<file path="src/logic/icsc_defines.svh">
// register offsets, field positions, reset values and vector codes of the interrupt block
`ifndef ICSC_DEFINES_SVH
`define ICSC_DEFINES_SVH
// ----------------------------------------
// register byte offsets
// ----------------------------------------
`define ICSC_OFS_CORE 8'h00
`define ICSC_OFS_CTL1 8'h04
`define ICSC_OFS_CTL2 8'h08
`define ICSC_OFS_CTL4 8'h0C
`define ICSC_OFS_VSTAT 8'h10
`define ICSC_OFS_SRLVL 8'h14
`define ICSC_OFS_FLAG 8'h18
`define ICSC_OFS_ENAB 8'h1C
`define ICSC_OFS_PRIO 8'h20
// ----------------------------------------
// field positions
// ----------------------------------------
`define ICSC_EXT_BIT 3
`define ICSC_NEST_BIT 15
`define ICSC_MATH_BIT 4
`define ICSC_ADDR_BIT 3
`define ICSC_STACK_BIT 2
`define ICSC_OSC_BIT 1
`define ICSC_GEN_BIT 15
`define ICSC_TDIS_BIT 14
`define ICSC_SWT_BIT 13
`define ICSC_ALT_BIT 8
`define ICSC_ECC_BIT 1
`define ICSC_SOFTHARD_BIT 0
`define ICSC_PEND_BIT 15
`define ICSC_HOLD_BIT 13
`define ICSC_LVL_LSB 8
`define ICSC_SRLVL_LSB 5
// ----------------------------------------
// reset values
// ----------------------------------------
`define ICSC_RST_GEN 1'b1
`define ICSC_RST_ZERO 1'b0
// ----------------------------------------
// vector codes and levels
// ----------------------------------------
`define ICSC_VEC_OSC 8'h00
`define ICSC_VEC_ADDR 8'h01
`define ICSC_VEC_HARD 8'h02
`define ICSC_VEC_STACK 8'h03
`define ICSC_VEC_MATH 8'h04
`define ICSC_VEC_SOFT 8'h06
`define ICSC_VEC_USER 8'h08
`define ICSC_VEC_RSVD 8'hFF
`define ICSC_TRAP_TOP 4'hF
`define ICSC_USER_MAX 4'h7
`endif

</file>
<file path="src/logic/icsc_pkg.sv">
// shared types of the interrupt control and status block
package icsc_pkg;
  // wishbone request from the master
  typedef struct packed {
    logic cyc;
    logic stb;
    logic we;
    logic [7:0] adr;
    logic [3:0] sel;
    logic [31:0] dat;
  } icsc_wb_req_s;
  // one-cycle trap events from the core
  typedef struct packed {
    logic ecc_dbe;
    logic math;
    logic addr;
    logic stack;
    logic osc;
  } icsc_trap_s;
  // request towards the core
  typedef struct packed {
    logic req;
    logic [7:0] vec;
    logic [3:0] lvl;
  } icsc_irq_s;
endpackage : icsc_pkg

</file>
<file path="src/logic/icsc_top.sv">
// interrupt and trap control with status registers on a wishbone slave
// What this block does
// - extension bit reads 1 when cpu level above 7; software only clears it
// - cpu level is extension bit over three status bits; extension blocks user sources
// - nesting disable at control one bit 15 stops nesting; resets to 0
// - math, address, stack, oscillator trap flags at bits 4..1 set on trap
// - global enable at control two bit 15 gates user sources, traps pass; resets 1
// - bit 14 reads 1 while timed disable instruction is active
// - software trap enable at bit 13, writable, resets 0
// - bit 8 selects alternate vector table when configuration allows
// - five polarity bits choose falling edge when 1, rising when 0
// - double-bit ecc trap flag at control four bit 1, clear only
// - software hard trap flag at control four bit 0, clear only
// - status bit 15 shows a request held back by an equal or higher cpu level
// - capture mode bit 13 shows pending vector when 1, last acked when 0
// - bits 11..8 hold the level of the pending or last acked source, as bit 13 selects
// - trap vector codes 0,1,2,3,4; codes 5, 6 and 7 unused
// - external source zero is vector 8, next source 9; 255 never used
// - each user source has a sticky request flag and an enable bit; trap flags are sticky but have no enable bit
// - each user source has a three-bit priority
// - status level bits are read-only while nesting disable is set
`timescale 1ns/1ps
`include "icsc_defines.svh"
module icsc_top #(
  parameter int N_SRC = 8
) (
  // clock and reset
  input wire logic clock_in,
  input wire logic rst_n_in,
  // wishbone slave
  input wire icsc_pkg::icsc_wb_req_s wb_req_in,
  output logic wb_ack_out,
  output logic [31:0] wb_dat_out,
  // sources: pins are asynchronous, events and traps are on clock_in
  input wire logic [4:0] ext_irq_pin_in,
  input wire logic [N_SRC-6:0] periph_event_in,
  input wire icsc_pkg::icsc_trap_s trap_event_in,
  // core side
  input wire logic timed_disable_in,
  input wire logic alt_table_allowed_in,
  input wire logic cpu_ack_in,
  input wire logic cpu_level_load_in,
  input wire logic [3:0] cpu_level_in,
  output icsc_pkg::icsc_irq_s irq_out,
  output logic [3:0] cpu_priority_level_out,
  output logic alt_table_active_out
);
  import icsc_pkg::*;

  // ----------------------------------------
  // state
  // ----------------------------------------
  typedef struct packed {
    logic [4:0] sync1;
    logic [4:0] sync2;
    logic [4:0] sync3;
    logic [2:0] sr_level;
    logic priority_extension_bit;
    logic nesting_disable;
    logic math_trap_flag;
    logic address_trap_flag;
    logic stack_trap_flag;
    logic oscillator_fail_trap_flag;
    logic global_irq_enable;
    logic software_trap_enable;
    logic alternate_table_select;
    logic [4:0] external_edge_polarity;
    logic double_bit_ecc_trap_flag;
    logic soft_hard_trap_flag;
    logic vector_capture_mode;
    logic [N_SRC-1:0] request_flag_regs;
    logic [N_SRC-1:0] request_enable_regs;
    logic [3*N_SRC-1:0] source_priority_regs;
    logic [7:0] ack_vec;
    logic [3:0] ack_lvl;
    icsc_irq_s irq;
    logic ack;
    logic [31:0] rdata;
  } icsc_state_s;

  icsc_state_s s_r;
  icsc_state_s s_nxt;

  // ----------------------------------------
  // helpers
  // ----------------------------------------
  // byte-lane merge of a write into the current image
  function automatic logic [31:0] lane_merge(input logic [31:0] old, input logic [31:0] dat,
                                             input logic [3:0] sel);
    logic [31:0] r;
    r = old;
    for (int b = 0; b < 4; b++) begin
      if (sel[b]) begin
        r[8*b +: 8] = dat[8*b +: 8];
      end
    end
    return r;
  endfunction : lane_merge

  // scan traps by code, then user sources by vector; strict compare keeps lower vector on ties
  function automatic icsc_irq_s pick(input logic [4:0] trap_p, input logic [N_SRC-1:0] user_p,
                                     input logic [3*N_SRC-1:0] prio, input logic tdis);
    icsc_irq_s b;
    logic [3:0] l;
    b = '0;
    for (int t = 0; t < 5; t++) begin
      l = `ICSC_TRAP_TOP - 4'(t);
      if (trap_p[t] && (!b.req || l > b.lvl)) begin
        b.req = 1'b1;
        b.lvl = l;
        b.vec = 8'(t);
      end
    end
    for (int i = 0; i < N_SRC; i++) begin
      l = {1'b0, prio[3*i +: 3]};
      // timed disable holds back user levels under 7
      if (user_p[i] && !(tdis && l < `ICSC_USER_MAX) && (!b.req || l > b.lvl)) begin
        b.req = 1'b1;
        b.lvl = l;
        b.vec = `ICSC_VEC_USER + 8'(i);
      end
    end
    return b;
  endfunction : pick

  // ----------------------------------------
  // decode and arbitration
  // ----------------------------------------
  logic [3:0] cpu_level;
  logic [4:0] ext_ev;
  logic [4:0] trap_p;
  logic [N_SRC-1:0] user_p;
  icsc_irq_s pend;
  logic req_now;
  logic held_back;
  logic hit;
  logic wr_go;
  logic ack_take;
  logic [31:0] rd_img;
  logic [31:0] wv;

  assign cpu_level = {s_r.priority_extension_bit, s_r.sr_level};
  // edge select per pin, on synchronised copies only
  assign ext_ev = (s_r.external_edge_polarity & ~s_r.sync2 & s_r.sync3) |
                  (~s_r.external_edge_polarity & s_r.sync2 & ~s_r.sync3);
  // trap index equals its vector code; both hard traps share code 2
  assign trap_p = {s_r.math_trap_flag, s_r.stack_trap_flag,
                   s_r.double_bit_ecc_trap_flag | s_r.soft_hard_trap_flag,
                   s_r.address_trap_flag, s_r.oscillator_fail_trap_flag};
  // global enable and extension bit gate user sources, never traps
  assign user_p = s_r.request_flag_regs & s_r.request_enable_regs &
                  {N_SRC{s_r.global_irq_enable & ~s_r.priority_extension_bit}};
  assign pend = pick(trap_p, user_p, s_r.source_priority_regs, timed_disable_in);
  // raise only above the current cpu level
  assign req_now = pend.req && (pend.lvl > cpu_level);
  // a request that the cpu level holds back
  assign held_back = pend.req && !(pend.lvl > cpu_level);
  assign hit = wb_req_in.cyc && wb_req_in.stb;
  // writes land on the edge where ack is high
  assign wr_go = hit && wb_req_in.we && s_r.ack;
  assign ack_take = cpu_ack_in && s_r.irq.req;
  assign wv = lane_merge(rd_img, wb_req_in.dat, wb_req_in.sel);

  // read image of the addressed register; unmapped reads zero
  always_comb begin
    rd_img = '0;
    case (wb_req_in.adr)
      `ICSC_OFS_CORE: begin
        rd_img[`ICSC_EXT_BIT] = s_r.priority_extension_bit;
      end
      `ICSC_OFS_CTL1: begin
        rd_img[`ICSC_NEST_BIT] = s_r.nesting_disable;
        rd_img[`ICSC_MATH_BIT] = s_r.math_trap_flag;
        rd_img[`ICSC_ADDR_BIT] = s_r.address_trap_flag;
        rd_img[`ICSC_STACK_BIT] = s_r.stack_trap_flag;
        rd_img[`ICSC_OSC_BIT] = s_r.oscillator_fail_trap_flag;
      end
      `ICSC_OFS_CTL2: begin
        rd_img[`ICSC_GEN_BIT] = s_r.global_irq_enable;
        rd_img[`ICSC_TDIS_BIT] = timed_disable_in;
        rd_img[`ICSC_SWT_BIT] = s_r.software_trap_enable;
        rd_img[`ICSC_ALT_BIT] = s_r.alternate_table_select;
        rd_img[4:0] = s_r.external_edge_polarity;
      end
      `ICSC_OFS_CTL4: begin
        rd_img[`ICSC_ECC_BIT] = s_r.double_bit_ecc_trap_flag;
        rd_img[`ICSC_SOFTHARD_BIT] = s_r.soft_hard_trap_flag;
      end
      `ICSC_OFS_VSTAT: begin
        rd_img[`ICSC_PEND_BIT] = held_back;
        rd_img[`ICSC_HOLD_BIT] = s_r.vector_capture_mode;
        // pending or last acknowledged, its level
        if (s_r.vector_capture_mode) begin
          rd_img[`ICSC_LVL_LSB +: 4] = pend.lvl;
          rd_img[7:0] = pend.vec;
        end else begin
          rd_img[`ICSC_LVL_LSB +: 4] = s_r.ack_lvl;
          rd_img[7:0] = s_r.ack_vec;
        end
      end
      `ICSC_OFS_SRLVL: begin
        rd_img[`ICSC_SRLVL_LSB +: 3] = s_r.sr_level;
      end
      `ICSC_OFS_FLAG: begin
        rd_img[N_SRC-1:0] = s_r.request_flag_regs;
      end
      `ICSC_OFS_ENAB: begin
        rd_img[N_SRC-1:0] = s_r.request_enable_regs;
      end
      `ICSC_OFS_PRIO: begin
        rd_img[3*N_SRC-1:0] = s_r.source_priority_regs;
      end
      default: begin
        rd_img = '0;
      end
    endcase
  end

  // ----------------------------------------
  // next state
  // ----------------------------------------
  always_comb begin
    s_nxt = s_r;
    // pin synchroniser, third stage only feeds the edge compare
    s_nxt.sync1 = ext_irq_pin_in;
    s_nxt.sync2 = s_r.sync1;
    s_nxt.sync3 = s_r.sync2;
    // single-cycle ack, read data captured with it
    s_nxt.ack = hit && !s_r.ack;
    if (hit && !s_r.ack) begin
      s_nxt.rdata = rd_img;
    end
    // software writes first so that hardware sets below win
    if (wr_go) begin
      case (wb_req_in.adr)
        `ICSC_OFS_CORE: begin
          // extension bit can only be cleared
          s_nxt.priority_extension_bit = s_r.priority_extension_bit & wv[`ICSC_EXT_BIT];
        end
        `ICSC_OFS_CTL1: begin
          s_nxt.nesting_disable = wv[`ICSC_NEST_BIT];
          s_nxt.math_trap_flag = wv[`ICSC_MATH_BIT];
          s_nxt.address_trap_flag = wv[`ICSC_ADDR_BIT];
          s_nxt.stack_trap_flag = wv[`ICSC_STACK_BIT];
          s_nxt.oscillator_fail_trap_flag = wv[`ICSC_OSC_BIT];
        end
        `ICSC_OFS_CTL2: begin
          s_nxt.global_irq_enable = wv[`ICSC_GEN_BIT];
          s_nxt.software_trap_enable = wv[`ICSC_SWT_BIT];
          s_nxt.alternate_table_select = wv[`ICSC_ALT_BIT];
          s_nxt.external_edge_polarity = wv[4:0];
        end
        `ICSC_OFS_CTL4: begin
          s_nxt.double_bit_ecc_trap_flag = s_r.double_bit_ecc_trap_flag & wv[`ICSC_ECC_BIT];
          s_nxt.soft_hard_trap_flag = s_r.soft_hard_trap_flag & wv[`ICSC_SOFTHARD_BIT];
        end
        `ICSC_OFS_VSTAT: begin
          s_nxt.vector_capture_mode = wv[`ICSC_HOLD_BIT];
        end
        `ICSC_OFS_SRLVL: begin
          // level bits frozen while nesting is disabled
          if (!s_r.nesting_disable) begin
            s_nxt.sr_level = wv[`ICSC_SRLVL_LSB +: 3];
          end
        end
        `ICSC_OFS_FLAG: begin
          s_nxt.request_flag_regs = wv[N_SRC-1:0];
        end
        `ICSC_OFS_ENAB: begin
          s_nxt.request_enable_regs = wv[N_SRC-1:0];
        end
        `ICSC_OFS_PRIO: begin
          s_nxt.source_priority_regs = wv[3*N_SRC-1:0];
        end
        default: begin
          s_nxt.rdata = s_r.rdata;
        end
      endcase
    end
    s_nxt.math_trap_flag = s_nxt.math_trap_flag | trap_event_in.math;
    s_nxt.address_trap_flag = s_nxt.address_trap_flag | trap_event_in.addr;
    s_nxt.stack_trap_flag = s_nxt.stack_trap_flag | trap_event_in.stack;
    s_nxt.oscillator_fail_trap_flag = s_nxt.oscillator_fail_trap_flag | trap_event_in.osc;
    s_nxt.double_bit_ecc_trap_flag = s_nxt.double_bit_ecc_trap_flag | trap_event_in.ecc_dbe;
    // enabled software trap raises the hard trap flag
    s_nxt.soft_hard_trap_flag = s_nxt.soft_hard_trap_flag | s_r.software_trap_enable;
    // pins then peripheral events set sticky flags
    s_nxt.request_flag_regs = s_nxt.request_flag_regs | {periph_event_in, ext_ev};
    // request is refreshed each cycle and dropped in the ack cycle
    s_nxt.irq.req = req_now && !ack_take;
    s_nxt.irq.vec = pend.vec;
    s_nxt.irq.lvl = pend.lvl;
    if (ack_take) begin
      s_nxt.ack_vec = s_r.irq.vec;
      s_nxt.ack_lvl = s_r.irq.lvl;
      // without nesting a user service runs at level 7
      if (s_r.nesting_disable && !s_r.irq.lvl[3]) begin
        {s_nxt.priority_extension_bit, s_nxt.sr_level} = `ICSC_USER_MAX;
      end else begin
        // a trap lifts the level above 7
        {s_nxt.priority_extension_bit, s_nxt.sr_level} = s_r.irq.lvl;
      end
    end else if (cpu_level_load_in) begin
      // level restored by the core on return
      {s_nxt.priority_extension_bit, s_nxt.sr_level} = cpu_level_in;
    end
  end

  // state register, synchronous reset
  always_ff @(posedge clock_in) begin
    if (!rst_n_in) begin
      s_r <= '0;
      s_r.global_irq_enable <= `ICSC_RST_GEN;
    end else begin
      s_r <= s_nxt;
    end
  end

  // ----------------------------------------
  // outputs
  // ----------------------------------------
  assign wb_ack_out = s_r.ack;
  assign wb_dat_out = s_r.rdata;
  assign irq_out = s_r.irq;
  assign cpu_priority_level_out = cpu_level;
  // alternate table only when configuration permits
  assign alt_table_active_out = s_r.alternate_table_select & alt_table_allowed_in;
endmodule : icsc_top

</file>
<file path="config.mk">
export PLATFORM = sky130hd
export DESIGN_NAME = icsc_top
export DESIGN_NICKNAME = d
export VERILOG_FILES = /design/src/logic/icsc_pkg.sv /design/src/logic/icsc_top.sv
export VERILOG_INCLUDE_DIRS = /design/src /design/src/logic
export SDC_FILE = /design/constraint.sdc
export NUM_CORES = 1
export LEC_CHECK = 0
export BUFFER_PORTS_ARGS = -buffer_cell sky130_fd_sc_hd__clkbuf_2
export CAP_MARGIN = 20
export CORE_MARGIN = 1.5
export CORE_UTILIZATION = 35
export CTS_CLUSTER_SIZE = 28
export DETAILED_ROUTE_END_ITERATION = 10
export SLEW_MARGIN = 10
export SYNTH_ARGS = -nofsm -noshare
export SYNTH_HDL_FRONTEND = slang
export SYNTH_SLANG_ARGS = --single-unit
</file>
<file path="constraint.sdc">
create_clock -name clock_in -period 17.5 [get_ports clock_in]
set_input_delay 3.5 -clock clock_in [delete_from_list [all_inputs] [get_ports clock_in]]
set_output_delay 3.5 -clock clock_in [all_outputs]
set_load 0.02 [all_outputs]
</file>
======== Yosys cells after proc, flatten, opt, wreduce, memory -nomap -nowiden ========
Cells that the tools add are included.
storage, ports and cells
  register bits after elaboration ......... 133
  input bits .............................. 70
  output and inout bits ................... 51
cells by class
  $lt $le $gt $ge ......................... 21
  eq/ne operators ......................... 10
  mux-type cells .......................... 47
  bitwise logic cells ..................... 24
  reduce and logical (&&, ||, !) cells .... 85
operators with widths
  cell                                                                   number
  13-bit 2-to-1 mux                                                      13
  32-bit 2-to-1 mux                                                      3
  60-bit 2-to-1 mux                                                      1
  8-bit 2-to-1 mux                                                       7
  1-bit logical AND                                                      37
  8-bit by 5-bit equality test with 1-bit output, second input constant  4
  3-bit by 4-bit greater-than comparator with 1-bit output               8
  1-bit zero test                                                        24
  3-bit less-than comparator, second input constant                      8
  24-bit 2-to-1 mux                                                      1
  5-bit bitwise AND                                                      4
  1-bit case mux with 6 select lines                                     3
  8-bit bitwise AND                                                      2
  8-bit by 4-bit equality test with 1-bit output, second input constant  2
  4-bit greater-than comparator, first input constant                    4
  5-bit inverter                                                         3
  3-bit case mux with 5 select lines                                     1
  1-bit case mux with 7 select lines                                     2
  1-bit logical OR                                                       12
  12-bit 2-to-1 mux                                                      1
  4-bit 2-to-1 mux                                                       3
  2-bit AND reduction                                                    6
  3-bit nonzero test                                                     3
  9-bit OR reduction                                                     1
  other kinds (20)                                                       34

======== Logic depth before layout (Yosys ltp) ========
  depth in word-level cells ............... 58
  mapped depth ............................ 70
  mapped depth without buffers ............ 67

======== Worst setup path before layout ========
OpenSTA, ideal clock, no wires.
  kind .................................... in2reg
  start ................................... in timed_disable_in
  end ..................................... reg s_r[113] (netlist name)
  setup time .............................. 0.076 ns
  arrival ................................. 14.426 ns
  path slack .............................. 2.999 ns
  stages .................................. 62
  buffers on the path ..................... 1
  cells stage by stage .................... a211oi_4 -> a31o_2 -> inv_1 -> ha_1 -> and3_1 -> o31ai_1 -> a21oi_1 -> or2_2 -> ha_1 -> nor2b_1 -> o21ai_0 -> a32oi_1 -> o21a_1 -> o31ai_1 -> inv_1 -> ha_1 -> a211oi_1 -> nor2_1 -> [26 not listed] -> o21ai_0 -> a32oi_1 -> a31oi_2 -> or2_2 -> buf_2 -> nand2_1 -> nor2_1 -> nor2_1 -> ha_1 -> nor2b_1 -> o21ai_0 -> nand2b_1 -> a21oi_1 -> a41o_1 -> a31oi_1 -> a21oi_1 -> nand3_1 -> a21boi_0
RTL lines
  item                  line             source
  start, declared       icsc_top.sv:39   input wire logic timed_disable_in,
  end signal, assigned  icsc_top.sv:315  s_r <= s_nxt;
  end, declared         icsc_top.sv:81   icsc_state_s s_r;

==> results.md <==
* Clk network pwr share at 0.505
* Net switching power at around 180 µW
* Area after DPL at ~0.0074 mm²
* HPWL after DPL at roughly 16000 µm
* Final core occ at 0.4100
* CP Launch Point: timed_disable_in
* I/O pins at about 120
* Async set-reset flop share out of synthesis at 0
* Final Total Pwr at a little over 700 µW
* First-pass GRT wire length at between 30000 and 40000 µm
* # hold bufs at CTS at 0
* Power Density at approximately 90 mW/mm²
* Worst Skew at a little under 0.009 ns
* YS warnings at 0
* I/O Buffers at 99
* CTS tree: done
* Design Area, Final at about 0.0081 mm²
* CTS buffer count at 17
* Crit path DAT at approximately 17 ns
* Vias at between 6000 and 7000
* H-tree depth at 4
* DP Cell Count at approximately 1200
* Number of hold violations in the final report at 0
* Die X at between 100 and 150 µm
* Synth Area per Inst at 7.797 µm²
* Die H at 145.1 µm
* ANT cells at 0
* Post-CTS setup buffer count at 0
* Initial antenna violation count at 0
* Mapped Cells at slightly above 900
* Worst IR drop on VDD at between 60 and 70 µV
* Average wire per standard cell at ~18 µm
* Post-synth EDFFs at 0
* Startpoint Class: input pin
* Final period util at 0.9276
* Slowest stage cell, crit path: or2_2
* Initial drt markers at approximately 670
* Register area share after synthesis at 0.3312
* RD Place Congestion at around 0.89
* Sw frac at 0.2524
* Detailed Routing Iterations Pass 1 at 5
* WL final at between 20000 and 25000 µm
* Share of layout cells above drive strength 1 at 0.1680
* Slowest Stage Delay on Critical Path at roughly 0.46 ns
* Seq pwr share at 0.390
* Clock sinks at ~120
* Ys flop type: dfxtp_1
* Critical setup path kind: in2reg
* Flip-flop and latch count after synthesis at roughly 120
* Crit. End Element: flop
* Internal power at between 500 and 600 µW
* Post-synthesis compound-gate area fraction at 0.2640
* Final #Nets at between 1000 and 1500
* Crit Reg-Reg Endpoint: s_r[113]
* Setup TNS Final at 0 ns
* Core area at between 0.015 and 0.02 mm²
* R2R Setup Slk at roughly 3.7 ns
* Max Root-Sink Buffers at 2
* Relative slew slack at 0.3192
* Routed Antenna Nets at 0
* Yosys cell types at between 60 and 70
* Post-synthesis xor/xnor area fraction at 0
* Final min period at roughly 16 ns
* Die area at 0.02107 mm²
* Simple-gate share of the synthesized area at 0.2360
* Lkg Pwr at around 3.3 nW
* GRT Total Usage at 0.2095
* Cell repeated most along the worst path: ha_1
* Unrepaired setup endpoints after global routing: no
* Largest net degree at the start of global routing at 89
* Clock Latency Late Sink at roughly 0.43 ns
* Largest family of logic cells by synthesized area: compound AO/OA/AOI/OAI gates
* Synthesized area at just over 0.007 mm²
* Non-filler instance count after layout at ~1200
* CP endpoint: s_r[113]
* Pins Over Slew Limit at 0
* Outcome: finished clean
* Worst slew pin tran at 1.018 ns
* FF-to-FF Start: cpu_priority_level_out[3]
* DR DRC count at 0
* Final Setup Violations at 0
* Initial Util at 0.3598
* Worst Path Required at 17.85 ns
* Synth Area in Adders at 0.04423
* Hold Crit Class: reg2reg
* Via density at 5.451
* Combinational cell fraction of total power at 0.105
* Post-cts sizing count at 0
* Num rows at about 50
* Clock root cell: clkbuf_16
* Peak Freq at 0.06160 GHz
* GR Overflow Total at 0
* CP Max Fanout at 11
* Max Cap Viol at 0
* Area growth, synth to finish at 13.96%
* Mux contribution to synthesized area at 0.02778
* Cells on worst reg2reg path at 63
* Number of global-route vias before repair at roughly 6300
* Clk slew on worst S/H paths at ~0.06 ns
[registers in the layout, indices dropped and copies added (netlist names)]
signal,cells
wb_ack_out,1
irq_out,9
s_r,69
cpu_priority_level_out,4
wb_dat_out,24
s_nxt,10
[layer usage]
layer | routed length [µm] | part of all wire | GRT usage | vias up
met2 | 9915 | 0.45 | 0.3325 | 249
met1 | 9920 | 0.45 | 0.2772 | 3145
met3 | 1474 | 0.067 | 0.04623 | 48
li1 | - | - | - | 3257
met5 | 0 | 0 | 0 | -
met4 | 535 | 0.024 | 0.07806 | 0
[cells in the final DEF, fill, tap and decap left out, types with 4 or more instances in the layout]
cell       instances
nand2_1          146
mux2i_1           14
ha_1              25
a22oi_1           19
inv_1             32
and3_1             5
clkbuf_8           4
buf_4              8
nor3_1            18
a31oi_1           10
and2_1            35
nor2b_1           10
a21boi_0          46
o211ai_1          12
clkbuf_16         17
conb_1            12
o21a_1            12
a21boi_1           5
mux2_2             5
dfxtp_1          117
nor2_1            65
or2_2              6
a32oi_1            4
o211a_1           10
o21ai_0           51
nand3_1           44
a211o_1            4
a21oi_1           36
a211oi_1           9
nor3b_1            7
clkbuf_2          98
o31ai_1           10
nor4_1             4
[worst max-delay path: cells and delay by family]
| family | cells | cell delay, ns |
|---|---|---|
| AOI/OAI and AO/OA | 32 | 7.34 |
| muxes | 1 | 0.13 |
| and+or+nand+nor | 18 | 2.97 |
| buffers and inverters | 4 | 0.45 |
| adders and majority gates | 8 | 2.22 |
[cells in the mapped netlist (all sizes together) (14+ instances only)]
cell | instances | area [µm²]
a21oi | 36 | 180.2
nand3 | 44 | 220.2
ha | 25 | 312.8
a22oi | 19 | 142.6
mux2i | 14 | 140.1
inv | 33 | 123.9
nor3 | 19 | 100.1
dfxtp | 117 | 2342
nor2 | 66 | 247.7
and2 | 35 | 219.0
buf | 58 | 425.4
nand2 | 146 | 548.0
a21boi | 52 | 394.1
o21ai | 52 | 260.2
clkbuf | 35 | 131.4
[cell families after synthesis]
logic type / after synthesis
mux: 19
simple gates: 357
flops: 117
other cells: 1
compound gates: 262
buf+inv: 126
fa+ha+maj: 25
[power groups by stage]
| stage | Combinational (mW) | Clock, mW | Sequential [mW] |
|---|---|---|---|
| final | 0.0764 | 0.366 | 0.283 |
| after global routing | 0.0849 | 0.382 | 0.284 |
| after CTS | 0.0764 | 0.370 | 0.282 |
| after detailed placement | 0.0760 | 0 | 0.288 |
| after global placement | 0.0753 | 0 | 0.288 |
| after floorplan | 0.0600 | 0 | 0.285 |
[layout make-up]
type | count | area (µm²)
fill | 2094 | 11590
sequential | 117 | 2342
clock inverter | 8 | 121.4
tap | 265 | 331.6
multi-input combinational | 675 | 4093
inverter | 33 | 123.9
timing repair buffer | 107 | 555.5
clock buffer | 24 | 491.7
[metrics by stage]
step / hold slack (ns) / setup slack (ns)
after detailed placement: 0.4188 / 0.8224
after global placement: 0.4136 / 0.8733
final: 0.4321 / 1.266
after CTS: 0.4354 / 1.235
after global routing: 0.4463 / 0.08042
after floorplan: 0.4119 / 2.999
[worst min path at each step]
| stage | from | to | slack [ns] | cells after the start |
|---|---|---|---|---|
| after global placement | s_nxt[127] | s_nxt[122] | 0.41 | 1 |
| after detailed placement | s_nxt[124] | s_nxt[119] | 0.42 | 1 |
| final | s_nxt[127] | s_nxt[122] | 0.43 | 1 |
| after floorplan | s_nxt[123] | s_nxt[118] | 0.41 | 1 |
| after CTS | s_nxt[123] | s_nxt[118] | 0.44 | 1 |
| after global routing | s_nxt[125] | s_nxt[120] | 0.45 | 1 |
Power figures use the tool's default switching activity.
